<file path="config.mk">
export PLATFORM = sky130hd
export DESIGN_NAME = tcf_timer_ctl
export DESIGN_NICKNAME = d
export VERILOG_FILES = /design/src/tcf_pkg.sv /design/src/tcf_timer_ctl.sv
export SDC_FILE = /design/constraint.sdc
export NUM_CORES = 1
export LEC_CHECK = 0
export BUFFER_PORTS_ARGS = -buffer_cell sky130_fd_sc_hd__buf_2
export CELL_PAD_IN_SITES_DETAIL_PLACEMENT = 1
export CELL_PAD_IN_SITES_GLOBAL_PLACEMENT = 1
export CORE_MARGIN = 2
export CORE_UTILIZATION = 34
export CTS_CLUSTER_DIAMETER = 60
export DETAILED_ROUTE_END_ITERATION = 16
export PLACE_DENSITY = 0.85
export SYNTH_ARGS = -nofsm -noshare
export SYNTH_HDL_FRONTEND = slang
export SYNTH_SLANG_ARGS = --single-unit
</file>
<file path="constraint.sdc">
create_clock -name clk -period 1.8 [get_ports clk]
set_clock_uncertainty 0.15 [all_clocks]
set_input_delay 0.09 -clock clk [delete_from_list [all_inputs] [get_ports clk]]
set_output_delay 0.09 -clock clk [all_outputs]
set_load 0.02 [all_outputs]
</file>
<file path="src/tcf_pkg.sv">
// package: register map, field layout and carrier types of the timer control
package tcf_pkg;

    // ************************************************************
    // widths
    // ************************************************************
    localparam int unsigned ADDR_W = 8;
    localparam int unsigned DATA_W = 8;
    localparam int unsigned MAX_CH = 6;
    localparam int unsigned DIV_W  = 7;

    // ************************************************************
    // register offsets
    // ************************************************************
    localparam logic [ADDR_W-1:0] OFF_MODE   = 8'h00;
    localparam logic [ADDR_W-1:0] OFF_FORCE  = 8'h01;
    localparam logic [ADDR_W-1:0] OFF_IRQ_EN = 8'h0C;
    localparam logic [ADDR_W-1:0] OFF_CTRL2  = 8'h0D;
    localparam logic [ADDR_W-1:0] OFF_STATUS = 8'h0E;

    // ************************************************************
    // field positions
    // ************************************************************
    localparam int unsigned CTRL2_OVF_IE_BIT = 7;
    localparam int unsigned CTRL2_DIV_LSB    = 0;
    localparam int unsigned DIV_SEL_W        = 3;
    localparam int unsigned STATUS_OVF_BIT   = 7;

    // ************************************************************
    // reset values
    // ************************************************************
    localparam logic [DATA_W-1:0] RST_MODE   = 8'h00;
    localparam logic [DATA_W-1:0] RST_IRQ_EN = 8'h00;
    localparam logic [DATA_W-1:0] RST_CTRL2  = 8'h00;
    localparam logic [DATA_W-1:0] RST_STATUS = 8'h00;
    localparam logic [DATA_W-1:0] RST_RDATA  = 8'h00;
    localparam logic [DIV_W-1:0]  RST_DIV    = 7'h00;
    localparam logic [DATA_W-1:0] FORCE_READ = 8'h00;
    localparam logic [DATA_W-1:0] UNMAPPED   = 8'h00;

    // ************************************************************
    // carrier types
    // ************************************************************
    typedef struct packed {
        logic [ADDR_W-1:0] addr;
        logic [DATA_W-1:0] wdata;
        logic              wr;
        logic              rd;
    } tcf_bus_s;

    typedef struct packed {
        logic [MAX_CH-1:0] compare_match;
        logic [MAX_CH-1:0] capture_edge;
        logic              counter_wrap;
    } tcf_evt_s;

    typedef struct packed {
        logic [MAX_CH-1:0] compare_action;
        logic [MAX_CH-1:0] compare_mode;
        logic              prescale_tick;
    } tcf_ctl_s;

endpackage : tcf_pkg

</file>
<file path="src/tcf_timer_ctl.sv">
// module: timer compare force, interrupt enables and prescaler selection
//
// The strobed register port was decided locally.
`timescale 1ns/1ps
`default_nettype none

module tcf_timer_ctl #(
    parameter int unsigned NUM_CH = tcf_pkg::MAX_CH
) (
    input  wire logic            clk,
    input  wire logic            rst_n,
    input  wire tcf_pkg::tcf_bus_s bus,
    input  wire tcf_pkg::tcf_evt_s evt,
    output var  logic [tcf_pkg::DATA_W-1:0] rd_data,
    output var  tcf_pkg::tcf_ctl_s ctl,
    output var  logic            irq
);

    // ************************************************************
    // elaboration check
    // ************************************************************
    if (NUM_CH < 1 || NUM_CH > tcf_pkg::MAX_CH) begin : g_bad_ch
        $error("tcf_timer_ctl: NUM_CH must be 1 to 6");
    end

    // code 7 needs a full 7-bit count, or the slowest ratio falls short
    if (tcf_pkg::DIV_W < (1 << tcf_pkg::DIV_SEL_W) - 1) begin : g_bad_div
        $error("tcf_timer_ctl: divider count too narrow for code 7");
    end

    // overflow flag must sit above the channel flags, inside the byte
    if (tcf_pkg::STATUS_OVF_BIT < tcf_pkg::MAX_CH ||
        tcf_pkg::STATUS_OVF_BIT >= tcf_pkg::DATA_W) begin : g_bad_ovf
        $error("tcf_timer_ctl: overflow flag overlaps channel flags");
    end

    // divide field must stay below the overflow enable bit
    if (tcf_pkg::CTRL2_DIV_LSB + tcf_pkg::DIV_SEL_W >
        tcf_pkg::CTRL2_OVF_IE_BIT ||
        tcf_pkg::CTRL2_OVF_IE_BIT >= tcf_pkg::DATA_W) begin : g_bad_ctrl2
        $error("tcf_timer_ctl: control two fields overlap");
    end

    // local copies of the widths, so size casts need no package scope
    localparam int unsigned CH_W  = tcf_pkg::MAX_CH;
    localparam int unsigned CNT_W = tcf_pkg::DIV_W;

    localparam logic [CH_W-1:0] CH_MASK = CH_W'((1 << NUM_CH) - 1);

    // ************************************************************
    // address decode
    // ************************************************************
    logic sel_mode;
    logic sel_force;
    logic sel_irq_en;
    logic sel_ctrl2;
    logic sel_status;

    always_comb begin
        sel_mode   = 1'b0;
        sel_force  = 1'b0;
        sel_irq_en = 1'b0;
        sel_ctrl2  = 1'b0;
        sel_status = 1'b0;
        if (bus.addr == tcf_pkg::OFF_MODE) begin
            sel_mode = 1'b1;
        end else if (bus.addr == tcf_pkg::OFF_FORCE) begin
            sel_force = 1'b1;
        end else if (bus.addr == tcf_pkg::OFF_IRQ_EN) begin
            sel_irq_en = 1'b1;
        end else if (bus.addr == tcf_pkg::OFF_CTRL2) begin
            sel_ctrl2 = 1'b1;
        end else if (bus.addr == tcf_pkg::OFF_STATUS) begin
            sel_status = 1'b1;
        end
    end

    // ************************************************************
    // configuration registers
    // ************************************************************
    logic [tcf_pkg::MAX_CH-1:0]    mode_q;
    logic [tcf_pkg::MAX_CH-1:0]    mode_d;
    logic [tcf_pkg::MAX_CH-1:0]    irq_en_q;
    logic [tcf_pkg::MAX_CH-1:0]    irq_en_d;
    logic                          ovf_ie_q;
    logic                          ovf_ie_d;
    logic [tcf_pkg::DIV_SEL_W-1:0] div_sel_q;
    logic [tcf_pkg::DIV_SEL_W-1:0] div_sel_d;

    always_comb begin
        mode_d    = mode_q;
        irq_en_d  = irq_en_q;
        ovf_ie_d  = ovf_ie_q;
        div_sel_d = div_sel_q;
        if (bus.wr && sel_mode) begin
            mode_d = bus.wdata[tcf_pkg::MAX_CH-1:0] & CH_MASK;
        end
        if (bus.wr && sel_irq_en) begin
            irq_en_d = bus.wdata[tcf_pkg::MAX_CH-1:0] & CH_MASK;
        end
        if (bus.wr && sel_ctrl2) begin
            ovf_ie_d  = bus.wdata[tcf_pkg::CTRL2_OVF_IE_BIT];
            div_sel_d = bus.wdata[tcf_pkg::CTRL2_DIV_LSB +:
                                  tcf_pkg::DIV_SEL_W];
        end
    end

    always_ff @(posedge clk) begin
        if (!rst_n) begin
            mode_q    <= tcf_pkg::RST_MODE[tcf_pkg::MAX_CH-1:0];
            irq_en_q  <= tcf_pkg::RST_IRQ_EN[tcf_pkg::MAX_CH-1:0];
            ovf_ie_q  <= tcf_pkg::RST_CTRL2[tcf_pkg::CTRL2_OVF_IE_BIT];
            div_sel_q <= tcf_pkg::RST_CTRL2[tcf_pkg::CTRL2_DIV_LSB +:
                                            tcf_pkg::DIV_SEL_W];
        end else begin
            mode_q    <= mode_d;
            irq_en_q  <= irq_en_d;
            ovf_ie_q  <= ovf_ie_d;
            div_sel_q <= div_sel_d;
        end
    end

    // ************************************************************
    // compare force and compare action
    // ************************************************************
    // the force strobe is never stored: it lives only in the write cycle
    logic [tcf_pkg::MAX_CH-1:0] force_now;
    logic [tcf_pkg::MAX_CH-1:0] real_match;
    logic [tcf_pkg::MAX_CH-1:0] action_d;
    logic [tcf_pkg::MAX_CH-1:0] action_q;

    always_comb begin
        force_now = '0;
        if (bus.wr && sel_force) begin
            force_now = bus.wdata[tcf_pkg::MAX_CH-1:0] & CH_MASK;
        end
        // input capture channels have no pin action to force
        force_now  = force_now & mode_q;
        real_match = evt.compare_match & mode_q & CH_MASK;
        // same pin effect either way, so one strobe serves both causes
        action_d   = force_now | real_match;
    end

    always_ff @(posedge clk) begin
        if (!rst_n) begin
            action_q <= '0;
        end else begin
            action_q <= action_d;
        end
    end

    // ************************************************************
    // event flags, read clears, set wins
    // ************************************************************
    logic [tcf_pkg::MAX_CH-1:0] ch_flag_q;
    logic [tcf_pkg::MAX_CH-1:0] ch_flag_d;
    logic [tcf_pkg::MAX_CH-1:0] ch_set;
    logic                       ovf_flag_q;
    logic                       ovf_flag_d;
    logic                       clr_status;

    // a read and an event in one cycle: the event survives
    always_comb begin
        clr_status = bus.rd && sel_status;
        // a forced channel sets no flag, even with a real match beside it
        ch_set = (real_match & ~force_now)
               | (evt.capture_edge & ~mode_q & CH_MASK);
        ch_flag_d  = ch_flag_q;
        ovf_flag_d = ovf_flag_q;
        if (clr_status) begin
            ch_flag_d  = '0;
            ovf_flag_d = 1'b0;
        end
        ch_flag_d  = ch_flag_d | ch_set;
        ovf_flag_d = ovf_flag_d | evt.counter_wrap;
    end

    always_ff @(posedge clk) begin
        if (!rst_n) begin
            ch_flag_q  <= tcf_pkg::RST_STATUS[tcf_pkg::MAX_CH-1:0];
            ovf_flag_q <= tcf_pkg::RST_STATUS[tcf_pkg::STATUS_OVF_BIT];
        end else begin
            ch_flag_q  <= ch_flag_d;
            ovf_flag_q <= ovf_flag_d;
        end
    end

    // ************************************************************
    // interrupt output
    // ************************************************************
    // taken from next-state values so the output itself is a flop
    // level output: it stays high until software reads the status or clears the matching enable bit
    logic irq_d;
    logic irq_q;

    always_comb begin
        irq_d = (|(ch_flag_d & irq_en_d))
              | (ovf_flag_d & ovf_ie_d);
    end

    always_ff @(posedge clk) begin
        if (!rst_n) begin
            irq_q <= 1'b0;
        end else begin
            irq_q <= irq_d;
        end
    end

    // ************************************************************
    // prescaler
    // ************************************************************
    logic [tcf_pkg::DIV_W-1:0] div_cnt_q;
    logic [tcf_pkg::DIV_W-1:0] div_cnt_d;
    logic [tcf_pkg::DIV_W-1:0] div_mask;
    logic                      tick_d;
    logic                      tick_q;

    always_comb begin
        // code n keeps n low bits, so a tick falls every 2**n cycles
        // limitation: the tick is one bus cycle wide for codes 1 to 7; at code 0 it stays high every cycle
        div_mask  = CNT_W'((1 << div_sel_q) - 1);
        tick_d    = ((div_cnt_q & div_mask) == div_mask);
        div_cnt_d = div_cnt_q + CNT_W'(1);
        // a new code restarts the count so the first period is whole
        if (bus.wr && sel_ctrl2) begin
            div_cnt_d = tcf_pkg::RST_DIV;
        end
    end

    always_ff @(posedge clk) begin
        if (!rst_n) begin
            div_cnt_q <= tcf_pkg::RST_DIV;
            tick_q    <= 1'b0;
        end else begin
            div_cnt_q <= div_cnt_d;
            tick_q    <= tick_d;
        end
    end

    // ************************************************************
    // read path
    // ************************************************************
    logic [tcf_pkg::DATA_W-1:0] rdata_d;
    logic [tcf_pkg::DATA_W-1:0] rdata_q;

    always_comb begin
        rdata_d = rdata_q;
        if (bus.rd) begin
            rdata_d = tcf_pkg::UNMAPPED;
            if (sel_mode) begin
                rdata_d = {{(tcf_pkg::DATA_W-tcf_pkg::MAX_CH){1'b0}},
                           mode_q};
            end else if (sel_force) begin
                rdata_d = tcf_pkg::FORCE_READ;
            end else if (sel_irq_en) begin
                rdata_d = {{(tcf_pkg::DATA_W-tcf_pkg::MAX_CH){1'b0}},
                           irq_en_q};
            end else if (sel_ctrl2) begin
                rdata_d = '0;
                rdata_d[tcf_pkg::CTRL2_OVF_IE_BIT] = ovf_ie_q;
                rdata_d[tcf_pkg::CTRL2_DIV_LSB +: tcf_pkg::DIV_SEL_W] =
                    div_sel_q;
            end else if (sel_status) begin
                rdata_d = '0;
                rdata_d[tcf_pkg::MAX_CH-1:0]      = ch_flag_q;
                rdata_d[tcf_pkg::STATUS_OVF_BIT] = ovf_flag_q;
            end
        end
    end

    always_ff @(posedge clk) begin
        if (!rst_n) begin
            rdata_q <= tcf_pkg::RST_RDATA;
        end else begin
            rdata_q <= rdata_d;
        end
    end

    // ************************************************************
    // outputs
    // ************************************************************
    always_comb begin
        rd_data                = rdata_q;
        irq                    = irq_q;
        ctl.compare_action     = action_q;
        ctl.compare_mode       = mode_q;
        ctl.prescale_tick      = tick_q;
    end

endmodule : tcf_timer_ctl

`default_nettype wire

</file>
Word level (Yosys, flattened, before mapping)
Cells that the tools add are included.
- add/subtract/negate cells: 2
- eq/ne operators: 5
- shift-type cells: 1
- mux-type cells: 25
- bitwise logic cells: 15
- reduce and logical (&&, ||, !) cells: 8
- operators by type and width (cell ; number):
    8-bit 2-to-1 mux ; 5
    6-bit bitwise AND ; 5
    8-bit by 4-bit == test with 1-bit output (second input constant) ; 3
    6-bit 2-to-1 mux ; 3
    6-bit bitwise OR ; 3
    1-bit 2-to-1 mux ; 17
    6-bit NOT ; 2
    8-bit by 1-bit == test with 1-bit output (second input constant) ; 1
    8-bit logical NOT ; 1
    7-bit by 1-bit adder with 7-bit output (second input constant) ; 1
    7-bit bitwise AND ; 1
    7-bit == test ; 1
    1-bit by 3-bit << shifter with 7-bit output (first input constant) ; 1
    7-bit by 2-bit subtractor with 7-bit output (second input constant) ; 1
    6-bit OR reduction ; 1
    1-bit logical AND ; 5
    1-bit bitwise OR ; 2
    2-bit OR reduction ; 1
    1-bit bitwise AND ; 1
    1-bit NOT ; 1
- register bits: 46
- input bits: 33
- output and inout port bits: 22
- logic and storage cells: 67

Logic depth before layout (Yosys ltp)
- depth after elaboration: 13
- depth in mapped cells: 7
- gate-level depth less buffers: 5

Least setup slack after synthesis
Ideal clock, no wire load.
- path type: in2reg
- from: in bus[10] in the netlist's numbering
- to: reg irq_q (netlist: irq)
- setup time: 125 ps
- arrival: 1648 ps
- required time: 1525 ps
- slack: -123 ps
- stages: 7
- path buffers: 2
- cells stage by stage: buf_6 > and3b_1 > and4b_1 > buf_6 > mux2_4 > a2bb2o_4 > o41a_1
- cells in the longest elaborated chain, start to end: 13
- RTL lines (element ; line ; RTL):
    start, declared ; tcf_timer_ctl.sv:12 ; input wire tcf_pkg::tcf_bus_s bus,
    8-bit by 1-bit == test with 1-bit output ; tcf_timer_ctl.sv:67 ; end else if (bus.addr == tcf_pkg::OFF_FORCE) begin
    1-bit 2-to-1 mux ; tcf_timer_ctl.sv:67 ;
    1-bit 2-to-1 mux ; tcf_timer_ctl.sv:65 ; if (bus.addr == tcf_pkg::OFF_MODE) begin
    1-bit logical AND ; tcf_timer_ctl.sv:134 ; if (bus.wr && sel_force) begin
    6-bit 2-to-1 mux ; tcf_timer_ctl.sv:134 ;
    6-bit bitwise AND ; tcf_timer_ctl.sv:138 ; force_now = force_now & mode_q;
    6-bit NOT ; tcf_timer_ctl.sv:166 ; ch_set = (real_match & ~force_now)
    6-bit bitwise AND ; tcf_timer_ctl.sv:166 ;
    6-bit bitwise OR ; tcf_timer_ctl.sv:167 ; | (evt.capture_edge & ~mode_q & CH_MASK);
    6-bit bitwise OR ; tcf_timer_ctl.sv:174 ; ch_flag_d = ch_flag_d | ch_set;
    6-bit bitwise AND ; tcf_timer_ctl.sv:197 ; irq_d = (|(ch_flag_d & irq_en_d))
    6-bit OR reduction ; tcf_timer_ctl.sv:197 ;
    1-bit bitwise OR * ; tcf_timer_ctl.sv:198 ; | (ovf_flag_d & ovf_ie_d);
    end signal, assigned ; tcf_timer_ctl.sv:205 ; irq_q <= irq_d;
    end, declared ; tcf_timer_ctl.sv:194 ; logic irq_q;
Every way passes the cells marked *; elsewhere a longest branch is shown, timed or not.
A chain may end at the register's enable or synchronous reset.

Worst setup path after layout
- from: in bus[14] in the netlist's numbering
- to: reg irq_q (netlist: irq)
The elaborated chain is that of the path after synthesis.

==> impl_results.md <==
- Max FO, Critical Path: 3
- HP Class: in2reg
- Post-synth EDFFs: 0
- Sequential Power Share: 0.500
- Largest stage delay, worst path: 0.38 ns
- Initial antenna violation count: 1
- Fin. Hold Viols: 0
- Highest Clock Rate: 545.6 MHz
- RSZ-0062 raised after global routing: yes
- Number of DRC markers in iteration 0: 217
- Ranking of synthesized cells by area: dfxtp_1, mux2i_1, nor2_1
- GRT Util Overall: 0.2325
- Via-to-Cell Ratio: 5.469
- Seq/Total Area, Yosys: 0.4398
- Final Hold Slack: 0.005291 ns
- DIE AREA: 6661 µm²
- Clock root buffer: clkbuf_8
- Final setup viols: 1
- Die W: 81.62 µm
- Warnings from Yosys: 0
- Worst EP required: 1.83 ns
- Hold Path Depth: 4
- Syn Inst Count: 234
- H-tree levels: 2
- Hold Crit Endpoint: ovf_flag_q
- Worst Path Arrival: 1.86 ns
- Post-synth ARST share: 0
- Routed len/inst: 19.10 µm
- Gr ovfl total: 0
- Clock Tree Buf Depth: 2
- Gate power share: 0.127
- Syn Nets: 268
- Port buffer count: 52
- Critical path class: in2reg
- Yosys reg bits: 45
- Post-Syn Area per Cell: 8.753 µm²
- Yosys top cell by area: dfxtp_1
- Area delta synth->final: 44.47%
- Synth cell count leaders: dfxtp_1, nor2_1, nand2_1, a21oi_1, mux2i_1
- Final worst slack: -0.03298 ns
- Util after Layout: 0.5028
- Worst R2R Setup Slack: 0.01 ns
- Fin cells: 409
- Final nets: 366
- Status: complete, but fails checks
- Clock share of power: 0.373
- Most common cell in the netlist: dfxtp_1
- Switching share of power: 0.2494
- Pleak: 1.250 nW
- Final Slew Violations: 0
- Clock sink total: 45
- Pwr dens: 702.2 nW/µm²
- Row count: 28
- Switching power total: 0.0005182 W
- Vias in the first global route: 2327
- Reg clk slew, reported paths: 0.09 ns
- Distinct cells, synth: 40
- Starting Density: 0.3480
- Most used cell, CP: buf_6
- Post-DP HPWL: 5135 µm
- Antenna Violating Nets Remaining: 0
- DR pass1 iterations: 4
- Drt drc: 0
- Chip Height: 81.62 µm
- Dpl cells: 380
- Share of cells above drive strength 1: 0.3213
- P_int: 0.001560 W
- Final period util: 1.018
- First-pass GRT wire length: 11700 µm
- Worst-path cell chain: buf_6, nor4_4, and4b_2, buf_6, mux2_4, a2bb2o_4, o41a_1
- CTS tree: built
- Reg2Reg Depth: 4
- Min Clock Period, post-route: 1.833 ns
- Startpoint Class: input port
- VDD IR-drop max: 0.3579 mV
- CORE AREA: 5886 µm²
- Violated checks: setup timing
- R2R Path End: irq
- CP max stage cell: nor4_4
- R2R Path Start: mode_q[3]
- Placer Congestion: 0.8760
- Worst skew pair latency: 0.31 ns
- Total CTS buffers: 5
- Routed wire length: 7810 µm
- CP Capture Type: flop
- Min-delay src: evt[0]
- Ports: 55
- Total of max-cap violations: 0
- Post-synth top area share: 0.4398
- Most used DFF post-synth: dfxtp_1
- Largest net degree at the start of global routing: 20
- Via count: 2237
- Synthesized area: 2048 µm²
cells in the final DEF, fill, tap and decap left out, types with 7 or more instances in the layout:
| master | instances |
|---|---|
| nand2_1 | 25 |
| a21oi_1 | 18 |
| mux2i_1 | 8 |
| nor2_1 | 29 |
| dlygate4sd3_1 | 19 |
| dfxtp_1 | 45 |
| buf_4 | 30 |
| inv_1 | 7 |
| a211oi_1 | 7 |
| buf_2 | 50 |
| nand3_1 | 10 |
sequential cells by signal (all words and copies together) (netlist names):
register and cells:
ch_flag_q 6, div_sel_q 3, div_cnt_q 7, irq 1, action_q 6, ovf_flag_q 1
tick_q 1, rd_data 7, irq_en_q 6, ovf_ie_q 1, mode_q 6
per-stage QoR:
step	total power, W	setup TNS [ns]	setup WS (ns)	instance area, µm²
final	0.002078	-0.03298	-0.03298	2959
after global routing	0.002154	-0.05970	-0.05970	2959
after global placement	0.001264	-1.143	-0.2486	2575
after CTS	0.002067	0	0.01123	2883
after floorplan	0.001158	-0.001500	-0.001500	2061
after detailed placement	0.001273	-1.668	-0.2954	2575
worst max path at each step:
stage / start / end / cells after the start / slack, ns
after floorplan: bus[10] / irq / 7 / -0.001
after global placement: bus[17] / irq / 7 / -0.25
after detailed placement: bus[17] / irq / 7 / -0.30
after CTS: bus[17] / irq / 7 / 0.01
after global routing: bus[14] / irq / 7 / -0.06
final: bus[14] / irq / 7 / -0.03
final cells by class:
type | instances | area (µm²)
inverters | 8 | 30.03
well taps | 75 | 93.84
fillers | 717 | 2927
flip-flops and latches | 45 | 900.9
clock inverters | 2 | 38.79
diodes | 1 | 2.502
multi-input cells | 168 | 1099
repair buffers | 104 | 721.9
clock buffers | 6 | 72.57
logic make-up after synthesis:
family / share of synthesized area
DFF: 0.4398
buffers and inverters: 0.05192
muxes: 0.06597
AOI/OAI and AO/OA: 0.1894
and+or+nand+nor: 0.2236
adders and majority gates: 0.006108
other: 0.001831
xor gates and xnor gates: 0.02138
critical path: cells and delay by family:
kind / cells / cell delay [ns]
AO/OA/AOI/OAI: 2 / 0.53
multiplexers: 1 / 0.31
AND/OR/NAND/NOR: 2 / 0.71
buffers and inverters: 2 / 0.23
timing repair:
| item | in CTS | in global routing |
|---|---|---|
| pin swaps | 0 | 2 |
| setup buffers | 0 | 1 |
| hold endpoints to repair | 22 | 0 |
| setup endpoints to repair | 1 | 2 |
| hold buffers | 19 | 0 |
| gates resized for setup | 1 | 17 |
metal layers:
metal | global-route usage | up-vias | routed length, µm
li1 | - | 1031 | -
met4 | 0.09000 | 0 | 334
met1 | 0.2865 | 1049 | 3216
met2 | 0.3959 | 118 | 3778
met3 | 0.05055 | 39 | 479
met5 | 0 | - | 0
power by group through the flow:
stage	Combinational (W)	Clock [W]	Sequential, W
final	0.000264	0.000775	0.00104
after global routing	0.000283	0.000828	0.00104
after CTS	0.000246	0.000784	0.00104
after detailed placement	0.000213	0	0.00106
after global placement	0.000205	0	0.00106
after floorplan	0.0000931	0	0.00106
No activity file was read; power rests on OpenSTA's default activity.
